--- config.mk ---
export PLATFORM = sky130hd
export DESIGN_NAME = cbirq_top
export DESIGN_NICKNAME = d
export VERILOG_FILES = /design/src/include/cbirq_pkg.sv /design/src/cbirq_encoder.sv /design/src/cbirq_reset_gen.sv /design/src/cbirq_top.sv
export SDC_FILE = /design/constraint.sdc
export NUM_CORES = 1
export LEC_CHECK = 0
export ABC_AREA = 0
export BUFFER_PORTS_ARGS = -buffer_cell sky130_fd_sc_hd__buf_2
export CORE_ASPECT_RATIO = 0.75
export CORE_MARGIN = 1
export CORE_UTILIZATION = 45
export DETAILED_ROUTE_END_ITERATION = 10
export PLACE_DENSITY = 0.7
export SYNTH_ARGS = -nofsm -noshare
export SYNTH_HDL_FRONTEND = slang
export SYNTH_HIERARCHICAL = 1
export SYNTH_SLANG_ARGS = --single-unit
export TNS_END_PERCENT = 50
--- constraint.sdc ---
create_clock -name CLK -period 2.4 [get_ports CLK]
set_clock_uncertainty 0.15 [all_clocks]
set_input_delay 0.12 -clock CLK [delete_from_list [all_inputs] [get_ports CLK]]
set_output_delay 0.12 -clock CLK [all_outputs]
set_load 0.03 [all_outputs]
--- src/include/cbirq_pkg.sv ---
package cbirq_pkg;
   // processor clock divide from the main oscillator
   localparam int unsigned OSC_HZ = 125000000;
   localparam int unsigned CPU_HZ = 10000000;
   localparam logic [3:0] CPU_DIV = 4'(OSC_HZ / 40000000);
   // reset pulse length
   localparam int unsigned RESET_PULSE_MS = 200;
   localparam longint unsigned RESET_PULSE_CYC = longint'(RESET_PULSE_MS) * longint'(OSC_HZ) / 1000;
   localparam int unsigned POWER_SYNC_CYC = 2;
   localparam logic [2:0] LEVEL_NONE = 3'h0;
   localparam logic [2:0] LEVEL_DMA = 3'h6;
   localparam int unsigned NUM_CH = 4;
   typedef enum logic [2:0] {
      CBIRQ_IDLE = 3'h0,
      CBIRQ_REQ = 3'h1,
      CBIRQ_READ = 3'h2,
      CBIRQ_WRITE = 3'h3,
      CBIRQ_RELEASE = 3'h4
   } cbirq_state_t;
endpackage : cbirq_pkg

--- src/cbirq_encoder.sv ---
`timescale 1ns/1ps
`default_nettype none
module cbirq_encoder (
   input wire logic [7:1] req,
   output logic [2:0] level
);
   ////////////////////////////////////////////////////////////////////////
   // highest pending level wins, none gives zero
   always_comb begin
      level = cbirq_pkg::LEVEL_NONE;
      for (int i = 1; i <= 7; i++) begin
         if (req[i]) begin
            level = 3'(i);
         end
      end
   end
endmodule : cbirq_encoder
`default_nettype wire

--- src/cbirq_reset_gen.sv ---
`timescale 1ns/1ps
`default_nettype none
module cbirq_reset_gen #(
   parameter longint unsigned PULSE_CYC = cbirq_pkg::RESET_PULSE_CYC
) (
   input wire logic clk,
   input wire logic reset_n,
   input wire logic power_good,
   output logic system_reset
);
   logic [1:0] sync;
   logic [31:0] count;
   ////////////////////////////////////////////////////////////////////////
   // two-stage sync of the supply monitor
   always_ff @(posedge clk or negedge reset_n) begin
      if (!reset_n) begin
         sync <= 2'h0;
      end else begin
         sync <= {sync[0], power_good};
      end
   end
   // any supply dip restarts the full pulse
   always_ff @(posedge clk or negedge reset_n) begin
      if (!reset_n) begin
         count <= 32'h0;
         system_reset <= 1'b1;
      end else if (!sync[1]) begin
         count <= 32'h0;
         system_reset <= 1'b1;
      end else if (count < 32'(PULSE_CYC)) begin
         count <= count + 32'h1;
         system_reset <= 1'b1;
      end else begin
         system_reset <= 1'b0;
      end
   end
endmodule : cbirq_reset_gen
`default_nettype wire

--- src/cbirq_top.sv ---
//
// Overview of operation
// - Seven request levels encoded to three bits
// - Fixed source ranking power-fail seven down
// - Autovector all acknowledges except the DMA
// - Power-on or dip gives long reset pulse
// - Processor clock is divided oscillator
// - Sampling logic uses a separate clock
// - DMA side runs synchronous with processor
// - Processor masters bus except DMA transfers
// - Four channels with fixed data roles
// - Channel three request selects disk or CRT
// - Active-low bus request, wait for grant
// - First read word into internal buffer
// - Then write buffered word to memory
// - Release bus after each single transfer
// - Split multiplexed address from data
// - Grant acknowledge shows bus busy
// - Completion pulse ends channel transfer
// - DMA service request feeds level six
// - Bus buffer off in DMA acknowledge
//
`timescale 1ns/1ps
`default_nettype none
module cbirq_top #(
   parameter longint unsigned RESET_PULSE_CYC = cbirq_pkg::RESET_PULSE_CYC
) (
   input wire logic CLK,
   input wire logic RESET_N,
   input wire logic POWER_GOOD,
   input wire logic POWER_FAIL_WARNING,
   input wire logic DMA_SERVICE_REQUEST,
   input wire logic CRT_IRQ,
   input wire logic TIMER_IRQ,
   input wire logic KEY_IRQ,
   input wire logic GPIB_IRQ,
   input wire logic FLOPPY_CONTROLLER_IRQ,
   input wire logic INTERRUPT_ACKNOWLEDGE,
   input wire logic [2:0] ACK_LEVEL,
   input wire logic PRETRIGGER_XFER_REQUEST,
   input wire logic POSTTRIGGER_XFER_REQUEST,
   input wire logic GPIB_XFER_REQUEST,
   input wire logic FLOPPY_XFER_REQUEST,
   input wire logic CRT_XFER_REQUEST,
   input wire logic CH3_SELECT_CRT,
   input wire logic BUS_GRANT_N,
   input wire logic [23:0] MUX_AD,
   input wire logic ADDR_STROBE,
   input wire logic [15:0] SAMPLE_DATA,
   output logic [2:0] PROCESSOR_IPL,
   output logic AUTOVECTOR,
   output logic BUS_ENABLE,
   output logic SYSTEM_RESET,
   output logic PROCESSOR_CLOCK,
   output logic BUS_REQUEST_N,
   output logic BUS_GRANT_ACK,
   output logic DMA_OWNS_BUS,
   output logic [1:0] ACTIVE_CHANNEL,
   output logic XFER_READ,
   output logic XFER_WRITE,
   output logic [15:0] XFER_DATA,
   output logic [23:0] LATCHED_ADDRESS,
   output logic [3:0] DONE_PULSE
);
   logic [7:1] irq_sync1, irq_sync2;
   logic [2:0] irq_level;
   logic [4:0] dreq_sync1, dreq_sync2;
   logic [3:0] chan_req;
   logic ack_sync1, ack_sync2, grant_sync1, grant_sync2;
   logic [2:0] lvl_sync1, lvl_sync2;
   logic sel_sync1, sel_sync2;
   logic [3:0] div_count;
   logic cpu_tick;
   cbirq_pkg::cbirq_state_t state, next_state;
   logic [1:0] chan;

   function automatic logic [1:0] pick_channel(input logic [3:0] r);
      pick_channel = 2'h0;
      for (int i = 3; i >= 0; i--) begin
         if (r[i]) begin
            pick_channel = 2'(i);
         end
      end
   endfunction : pick_channel

   ////////////////////////////////////////////////////////////////////////
   // interrupt inputs, external pins so synchronised
   always_ff @(posedge CLK or negedge RESET_N) begin
      if (!RESET_N) begin
         irq_sync1 <= 7'h00;
         irq_sync2 <= 7'h00;
      end else begin
         irq_sync1 <= {POWER_FAIL_WARNING, DMA_SERVICE_REQUEST, CRT_IRQ, TIMER_IRQ, KEY_IRQ, GPIB_IRQ,
                       FLOPPY_CONTROLLER_IRQ};
         irq_sync2 <= irq_sync1;
      end
   end

   cbirq_encoder u_enc (
      .req(irq_sync2),
      .level(irq_level)
   );

   // encoded level registered so the processor sees no glitches
   always_ff @(posedge CLK or negedge RESET_N) begin
      if (!RESET_N) begin
         PROCESSOR_IPL <= cbirq_pkg::LEVEL_NONE;
      end else begin
         PROCESSOR_IPL <= irq_level;
      end
   end

   // acknowledge decode
   always_ff @(posedge CLK or negedge RESET_N) begin
      if (!RESET_N) begin
         ack_sync1 <= 1'b0;
         ack_sync2 <= 1'b0;
         lvl_sync1 <= 3'h0;
         lvl_sync2 <= 3'h0;
      end else begin
         ack_sync1 <= INTERRUPT_ACKNOWLEDGE;
         ack_sync2 <= ack_sync1;
         lvl_sync1 <= ACK_LEVEL;
         lvl_sync2 <= lvl_sync1;
      end
   end
   // level rides the same two stages as the strobe, so both land together
   always_comb begin
      AUTOVECTOR = ack_sync2 && (lvl_sync2 != cbirq_pkg::LEVEL_DMA);
      BUS_ENABLE = !(ack_sync2 && (lvl_sync2 == cbirq_pkg::LEVEL_DMA));
   end

   ////////////////////////////////////////////////////////////////////////
   // reset pulse
   cbirq_reset_gen #(
      .PULSE_CYC(RESET_PULSE_CYC)
   ) u_rst (
      .clk(CLK),
      .reset_n(RESET_N),
      .power_good(POWER_GOOD),
      .system_reset(SYSTEM_RESET)
   );

   ////////////////////////////////////////////////////////////////////////
   // processor clock divider; dma engine steps on its tick
   always_ff @(posedge CLK or negedge RESET_N) begin
      if (!RESET_N) begin
         div_count <= 4'h0;
         PROCESSOR_CLOCK <= 1'b0;
      end else if (div_count >= cbirq_pkg::CPU_DIV) begin
         div_count <= 4'h0;
         PROCESSOR_CLOCK <= !PROCESSOR_CLOCK;
      end else begin
         div_count <= div_count + 4'h1;
      end
   end
   // one enable per processor clock period keeps dma synchronous
   assign cpu_tick = (div_count >= cbirq_pkg::CPU_DIV) && PROCESSOR_CLOCK;

   ////////////////////////////////////////////////////////////////////////
   // dma requests; sample controller drives its own clock domain
   always_ff @(posedge CLK or negedge RESET_N) begin
      if (!RESET_N) begin
         dreq_sync1 <= 5'h00;
         dreq_sync2 <= 5'h00;
         grant_sync1 <= 1'b1;
         grant_sync2 <= 1'b1;
         sel_sync1 <= 1'b0;
         sel_sync2 <= 1'b0;
      end else begin
         dreq_sync1 <= {CRT_XFER_REQUEST, FLOPPY_XFER_REQUEST, GPIB_XFER_REQUEST, POSTTRIGGER_XFER_REQUEST,
                        PRETRIGGER_XFER_REQUEST};
         dreq_sync2 <= dreq_sync1;
         grant_sync1 <= BUS_GRANT_N;
         grant_sync2 <= grant_sync1;
         sel_sync1 <= CH3_SELECT_CRT;
         sel_sync2 <= sel_sync1;
      end
   end
   // only channel three is shared
   always_comb begin
      chan_req[2:0] = dreq_sync2[2:0];
      chan_req[3] = sel_sync2 ? dreq_sync2[4] : dreq_sync2[3];
   end

   ////////////////////////////////////////////////////////////////////////
   // cycle-steal sequencer, one word per bus tenure
   always_comb begin
      next_state = state;
      case (state)
         cbirq_pkg::CBIRQ_IDLE: begin
            if (chan_req != 4'h0) begin
               next_state = cbirq_pkg::CBIRQ_REQ;
            end
         end
         cbirq_pkg::CBIRQ_REQ: begin
            if (!grant_sync2) begin
               next_state = cbirq_pkg::CBIRQ_READ;
            end
         end
         cbirq_pkg::CBIRQ_READ: next_state = cbirq_pkg::CBIRQ_WRITE;
         cbirq_pkg::CBIRQ_WRITE: next_state = cbirq_pkg::CBIRQ_RELEASE;
         cbirq_pkg::CBIRQ_RELEASE: next_state = cbirq_pkg::CBIRQ_IDLE;
         default: next_state = cbirq_pkg::CBIRQ_IDLE;
      endcase
   end
   always_ff @(posedge CLK or negedge RESET_N) begin
      if (!RESET_N) begin
         state <= cbirq_pkg::CBIRQ_IDLE;
      end else if (cpu_tick) begin
         state <= next_state;
      end
   end

   // channel captured at request so it cannot change mid transfer
   always_ff @(posedge CLK or negedge RESET_N) begin
      if (!RESET_N) begin
         chan <= 2'h0;
      end else if (cpu_tick && state == cbirq_pkg::CBIRQ_IDLE) begin
         chan <= pick_channel(chan_req);
      end
   end

   // bus ownership outputs, processor is master otherwise
   always_ff @(posedge CLK or negedge RESET_N) begin
      if (!RESET_N) begin
         BUS_REQUEST_N <= 1'b1;
         BUS_GRANT_ACK <= 1'b0;
         DMA_OWNS_BUS <= 1'b0;
         XFER_READ <= 1'b0;
         XFER_WRITE <= 1'b0;
      end else if (cpu_tick) begin
         BUS_REQUEST_N <= !(next_state == cbirq_pkg::CBIRQ_REQ);
         BUS_GRANT_ACK <= next_state == cbirq_pkg::CBIRQ_READ || next_state == cbirq_pkg::CBIRQ_WRITE;
         DMA_OWNS_BUS <= next_state == cbirq_pkg::CBIRQ_READ || next_state == cbirq_pkg::CBIRQ_WRITE;
         XFER_READ <= next_state == cbirq_pkg::CBIRQ_READ;
         XFER_WRITE <= next_state == cbirq_pkg::CBIRQ_WRITE;
      end
   end

   // internal word buffer, filled in read, driven in write
   always_ff @(posedge CLK or negedge RESET_N) begin
      if (!RESET_N) begin
         XFER_DATA <= 16'h0000;
      end else if (cpu_tick && state == cbirq_pkg::CBIRQ_READ) begin
         XFER_DATA <= SAMPLE_DATA;
      end
   end

   // address latch splits the multiplexed bus
   always_ff @(posedge CLK or negedge RESET_N) begin
      if (!RESET_N) begin
         LATCHED_ADDRESS <= 24'h000000;
      end else if (ADDR_STROBE) begin
         LATCHED_ADDRESS <= MUX_AD;
      end
   end

   // completion pulse per channel after the write
   always_ff @(posedge CLK or negedge RESET_N) begin
      if (!RESET_N) begin
         DONE_PULSE <= 4'h0;
         ACTIVE_CHANNEL <= 2'h0;
      end else begin
         DONE_PULSE <= 4'h0;
         ACTIVE_CHANNEL <= chan;
         if (cpu_tick && state == cbirq_pkg::CBIRQ_WRITE) begin
            DONE_PULSE <= 4'h1 << chan;
         end
      end
   end

   ////////////////////////////////////////////////////////////////////////
   a_bus_exclusive: assert property (@(posedge CLK) disable iff (!RESET_N)
      BUS_GRANT_ACK |-> BUS_REQUEST_N) else $error("request and ownership overlap");
   a_read_then_write: assert property (@(posedge CLK) disable iff (!RESET_N)
      $fell(XFER_READ) |-> XFER_WRITE) else $error("write did not follow read");
   a_level_zero: assert property (@(posedge CLK) disable iff (!RESET_N)
      (irq_sync2 == 7'h00) |=> PROCESSOR_IPL == 3'h0) else $error("level not zero when idle");
   a_power_fail_warning_top: assert property (@(posedge CLK) disable iff (!RESET_N)
      irq_sync2[7] |=> PROCESSOR_IPL == 3'h7) else $error("power fail not top level");
   a_dma_vector: assert property (@(posedge CLK) disable iff (!RESET_N)
      (ack_sync2 && lvl_sync2 == 3'h6) |-> !AUTOVECTOR && !BUS_ENABLE) else $error("dma ack autovectored");
   a_done_after_write: assert property (@(posedge CLK) disable iff (!RESET_N)
      (DONE_PULSE != 4'h0) |-> $past(state) == cbirq_pkg::CBIRQ_WRITE) else $error("done out of place");
   a_release_bus: assert property (@(posedge CLK) disable iff (!RESET_N)
      $fell(XFER_WRITE) |-> !BUS_GRANT_ACK) else $error("bus kept after transfer");
   a_owns_ack: assert property (@(posedge CLK) disable iff (!RESET_N)
      DMA_OWNS_BUS == BUS_GRANT_ACK) else $error("busy status mismatch");
   a_dma_level: assert property (@(posedge CLK) disable iff (!RESET_N)
      (irq_sync2[6] && !irq_sync2[7]) |=> PROCESSOR_IPL == 3'h6) else $error("dma service not level six");
   a_one_phase: assert property (@(posedge CLK) disable iff (!RESET_N)
      XFER_READ |-> !XFER_WRITE) else $error("read and write overlap");
   a_grant_first: assert property (@(posedge CLK) disable iff (!RESET_N)
      $rose(BUS_GRANT_ACK) |-> !$past(grant_sync2)) else $error("bus taken before grant");
   c_transfer: cover property (@(posedge CLK) disable iff (!RESET_N) $rose(XFER_WRITE));
   c_dma_ack: cover property (@(posedge CLK) disable iff (!RESET_N) ack_sync2 && !BUS_ENABLE);
   c_ch3: cover property (@(posedge CLK) disable iff (!RESET_N) DONE_PULSE[3]);
   c_autovector: cover property (@(posedge CLK) disable iff (!RESET_N) AUTOVECTOR);
   c_channel_one: cover property (@(posedge CLK) disable iff (!RESET_N) DONE_PULSE[1]);
endmodule : cbirq_top
`default_nettype wire

==> impl_metrics.tcl <==
set metrics [dict create \
    status "finished, violations left" \
    violations "DRC" \
    finalSetupTns_ps 0 \
    synth.distinct_cells 48 \
    hold_path.class "primary input to async pin" \
    area_delta_synth_final_pct 38.20 \
    yosys_warnings 6 \
    drv_cap 0 \
    port_buffers 119 \
    tightestPinTransition_ps 635.1 \
    endpoint_kind "flop" \
    intPower_mw 4.726 \
    start_util_pct 46.50 \
    post_drt_wl_per_cell_um 14.41 \
    drt_iter0_markers 238 \
    pin_count 120 \
    fill_cells 812 \
    dpl.hpwl_um 6654 \
    die_w_um 125.2 \
    antenna_found_initial 0 \
    period_minus_slack_ps 2252 \
    fin_util_pct 64.26 \
    seq_power_share_pct 41.0 \
    avgSynthCellArea_um2 12.98 \
    cp-start-kind "flop" \
    cts_tree "yes" \
    clock_path_buffers 2 \
    synthTopCellsByArea "dfrtp_1 (63%), mux2_2 (8.8%), a21oi_1 (2.2%)" \
    min_period_over_period_pct 93.84 \
    ant_nets 0 \
    crit_chain "nor4_1, a21oi_1, a311o_1, or4_1, a21oi_1" \
    grt_pass1_vias 3751 \
    die_area_um2 11830 \
    cpMostUsedCell "a21oi_1" \
    yosysMostFrequentCell "dfrtp_1" \
    crit_slowest_cell "a311o_1" \
    layout_setup_ws_ps 147.9 \
    die_h_um 94.43 \
    place_congestion 0.7810 \
    yosys.area.top_type_share_pct 63.46 \
    max_stage_delay_ps 530 \
    yosys-top-cells-count "dfrtp_1 (130), mux2_2 (40), nand2_1 (30), a21oi_1 (23)" \
    ys_seq_area_share_pct 65.51 \
    p_sw_mw 2.112 \
    critPathArrivalTime_ps 2430 \
    rows 33 \
    ir_worst_vdd_uv 499.8 \
    synth_edf_count 0 \
    crit_buf_inv 0 \
    wirelength_um 10630 \
    finalSetupViolCount 0 \
    synth_area_um2 5126 \
    p_comb_share_pct 22.3 \
    yosys.area.top_type "dfrtp_1" \
    synthCells 395 \
    cts_root_buffer "clkbuf_16" \
    htreeDepth 4 \
    cts_buffers 17 \
    dr_total_vias 3762 \
    fmax_mhz 444.0 \
    grt_overflow 0 \
    design.core.area_um2 11020 \
    p_clk_share_pct 36.7 \
    clkLatencyLatePin_ps 400 \
    drv_slew 0 \
    crit_family "simple AND/OR/NAND/NOR gates" \
    path_class "flop to flop" \
    cp_num_cells 5 \
    grtUsageTotal_pct 19.26 \
    drive_gt1_share_pct 34.78 \
    maxSlewHeadroom_pct 57.66 \
    required_ps 2580 \
    grt_max_degree 50 \
    clock-sinks 134 \
    n_antenna_cell 0 \
    async_flop_share_pct 100.0 \
    grt_pass1_wl_um 17870 \
    via_per_inst 5.098 \
    hold_viol_final 0 \
    rsz0062_at_grt "false" \
    route.detailed.drc 14 \
    clkTransAtPathRegs_ps 60 \
    first_pass_iters 9 \
    pre_cts_slack_ps 95.58 \
    synth-seq-cells 134 \
    final_nets 650 \
    sw_frac_of_total_pct 30.89 \
    p_leak_nw 3.235 \
    synthFlopType "dfrtp_1" \
    postCtsSetupBuffers 0 \
    power_density_nw_per_um2 965.3 \
    rr_worst_depth 5 \
    critPathMaxFanout 16 \
]
-- layout make-up --
cell class / instances / area [µm²] / area share, %
Clock buffer: 18 / 429.2 / 6.058
Timing Repair Buffer: 188 / 1279 / 18.05
Multi-Input combinational cell: 239 / 1672 / 23.60
Clock inverter: 13 / 148.9 / 2.102
Tap cell: 140 / 175.2 / 2.473
Sequential cell: 134 / 3358 / 47.40
Inverter: 6 / 22.52 / 0.3179
-- through the flow --
step / total power, mW / hold slack, ps / cells / cell area [µm²]
after global placement: 4.228 / 19.47 / 647 / 5904
after detailed placement: 4.286 / 36.62 / 647 / 5904
after CTS: 6.890 / 144.7 / 738 / 7083
after floorplan: 3.816 / -325.6 / 396 / 5130
after global routing: 7.159 / 181.1 / 738 / 7084
final: 6.838 / 145.7 / 738 / 7084
-- worst paths after layout --
path / from / to / slack (ps)
hold / removal: RESET_N / u_rst/count[27]$_DFFE_PN0P_ / 150
min in group CLK: ADDR_STROBE / LATCHED_ADDRESS[5]$_DFFE_PN0P_ / 160
max in group asynchronous: RESET_N / u_rst/system_reset$_DFF_PN1_ / 1190
setup reg to reg: u_rst/count[10]$_DFFE_PN0P_ / u_rst/count[23]$_DFFE_PN0P_ / 150
hold reg to reg: dreq_sync1[1]$_DFF_PN0_ / dreq_sync2[1]$_DFF_PN0_ / 200
setup / recovery: u_rst/count[10]$_DFFE_PN0P_ / u_rst/count[23]$_DFFE_PN0P_ / 150
-- registers in the layout, summed over array words and instances (netlist names), 4 cells and up --
| signal | flops |
|---|---|
| DONE_PULSE | 4 |
| LATCHED_ADDRESS | 24 |
| XFER_DATA | 16 |
| div_count | 4 |
| dreq_sync1 | 5 |
| dreq_sync2 | 5 |
| irq_sync1 | 7 |
| irq_sync2 | 7 |
| u_rst/count | 32 |
-- power groups by stage --
stage	clock (mW)	sequential (mW)	combinational [mW]
5_1_grt	2.67	2.85	1.63
4_1_cts	2.57	2.80	1.53
2_1_floorplan	0	3.27	0.541
3_3_place_gp	0	2.81	1.42
3_5_place_dp	0	2.84	1.45
6_report	2.51	2.80	1.53
-- layout by cell type, fill, tap and decap left out, drive strengths merged, types with 3 or more instances in the layout --
cell type    count
nand2           30
dfrtp          130
nor4             8
nor3             8
inv              8
clkbuf          18
or4             11
nand2b           6
mux2            40
o21ai           13
and2            10
nand4            6
dfstp            4
or3              7
clkinv           7
buf            128
mux2i            5
nor2            10
nor2b            6
and4             3
a21oi           23
and3             7
dlygate4sd3     60
o31ai           14
nand3           10
-- cell families (layout without fill, tap and decap cells) --
group | after synthesis | count (layout) | synth area share [%]
other | 1 | 2 | 0.07315
buffers and inverters | 23 | 225 | 1.977
flip-flops | 134 | 134 | 65.51
adder cells (fa/ha/maj) | 2 | 2 | 0.4881
multiplexers | 45 | 45 | 9.763
XOR/XNOR | 1 | 1 | 0.1709
AND/OR/NAND/NOR | 127 | 127 | 14.38
AO/OA/AOI/OAI | 62 | 62 | 7.640
-- timing repair --
item | 4_1_cts | 5_1_grt
endpoints found under the setup margin | 0 | 15
hold buffers | 60 | 0
hold endpoints to repair | 104 | 0
gates resized for setup | 0 | 1
-- metal layers --
metal  vias to the layer above  routed length (µm)  global-route usage [%]  share of wire, %
li1                       1820                   -                       -                 -
met1                      1811                4789                   25.20                45
met2                       123                5131                   31.66                48
met3                         8                 632                   5.552               5.9
met4                         0                  80                   5.386              0.75
met5                         -                   0                       0                 0
(Power assumes the default switching activity.)
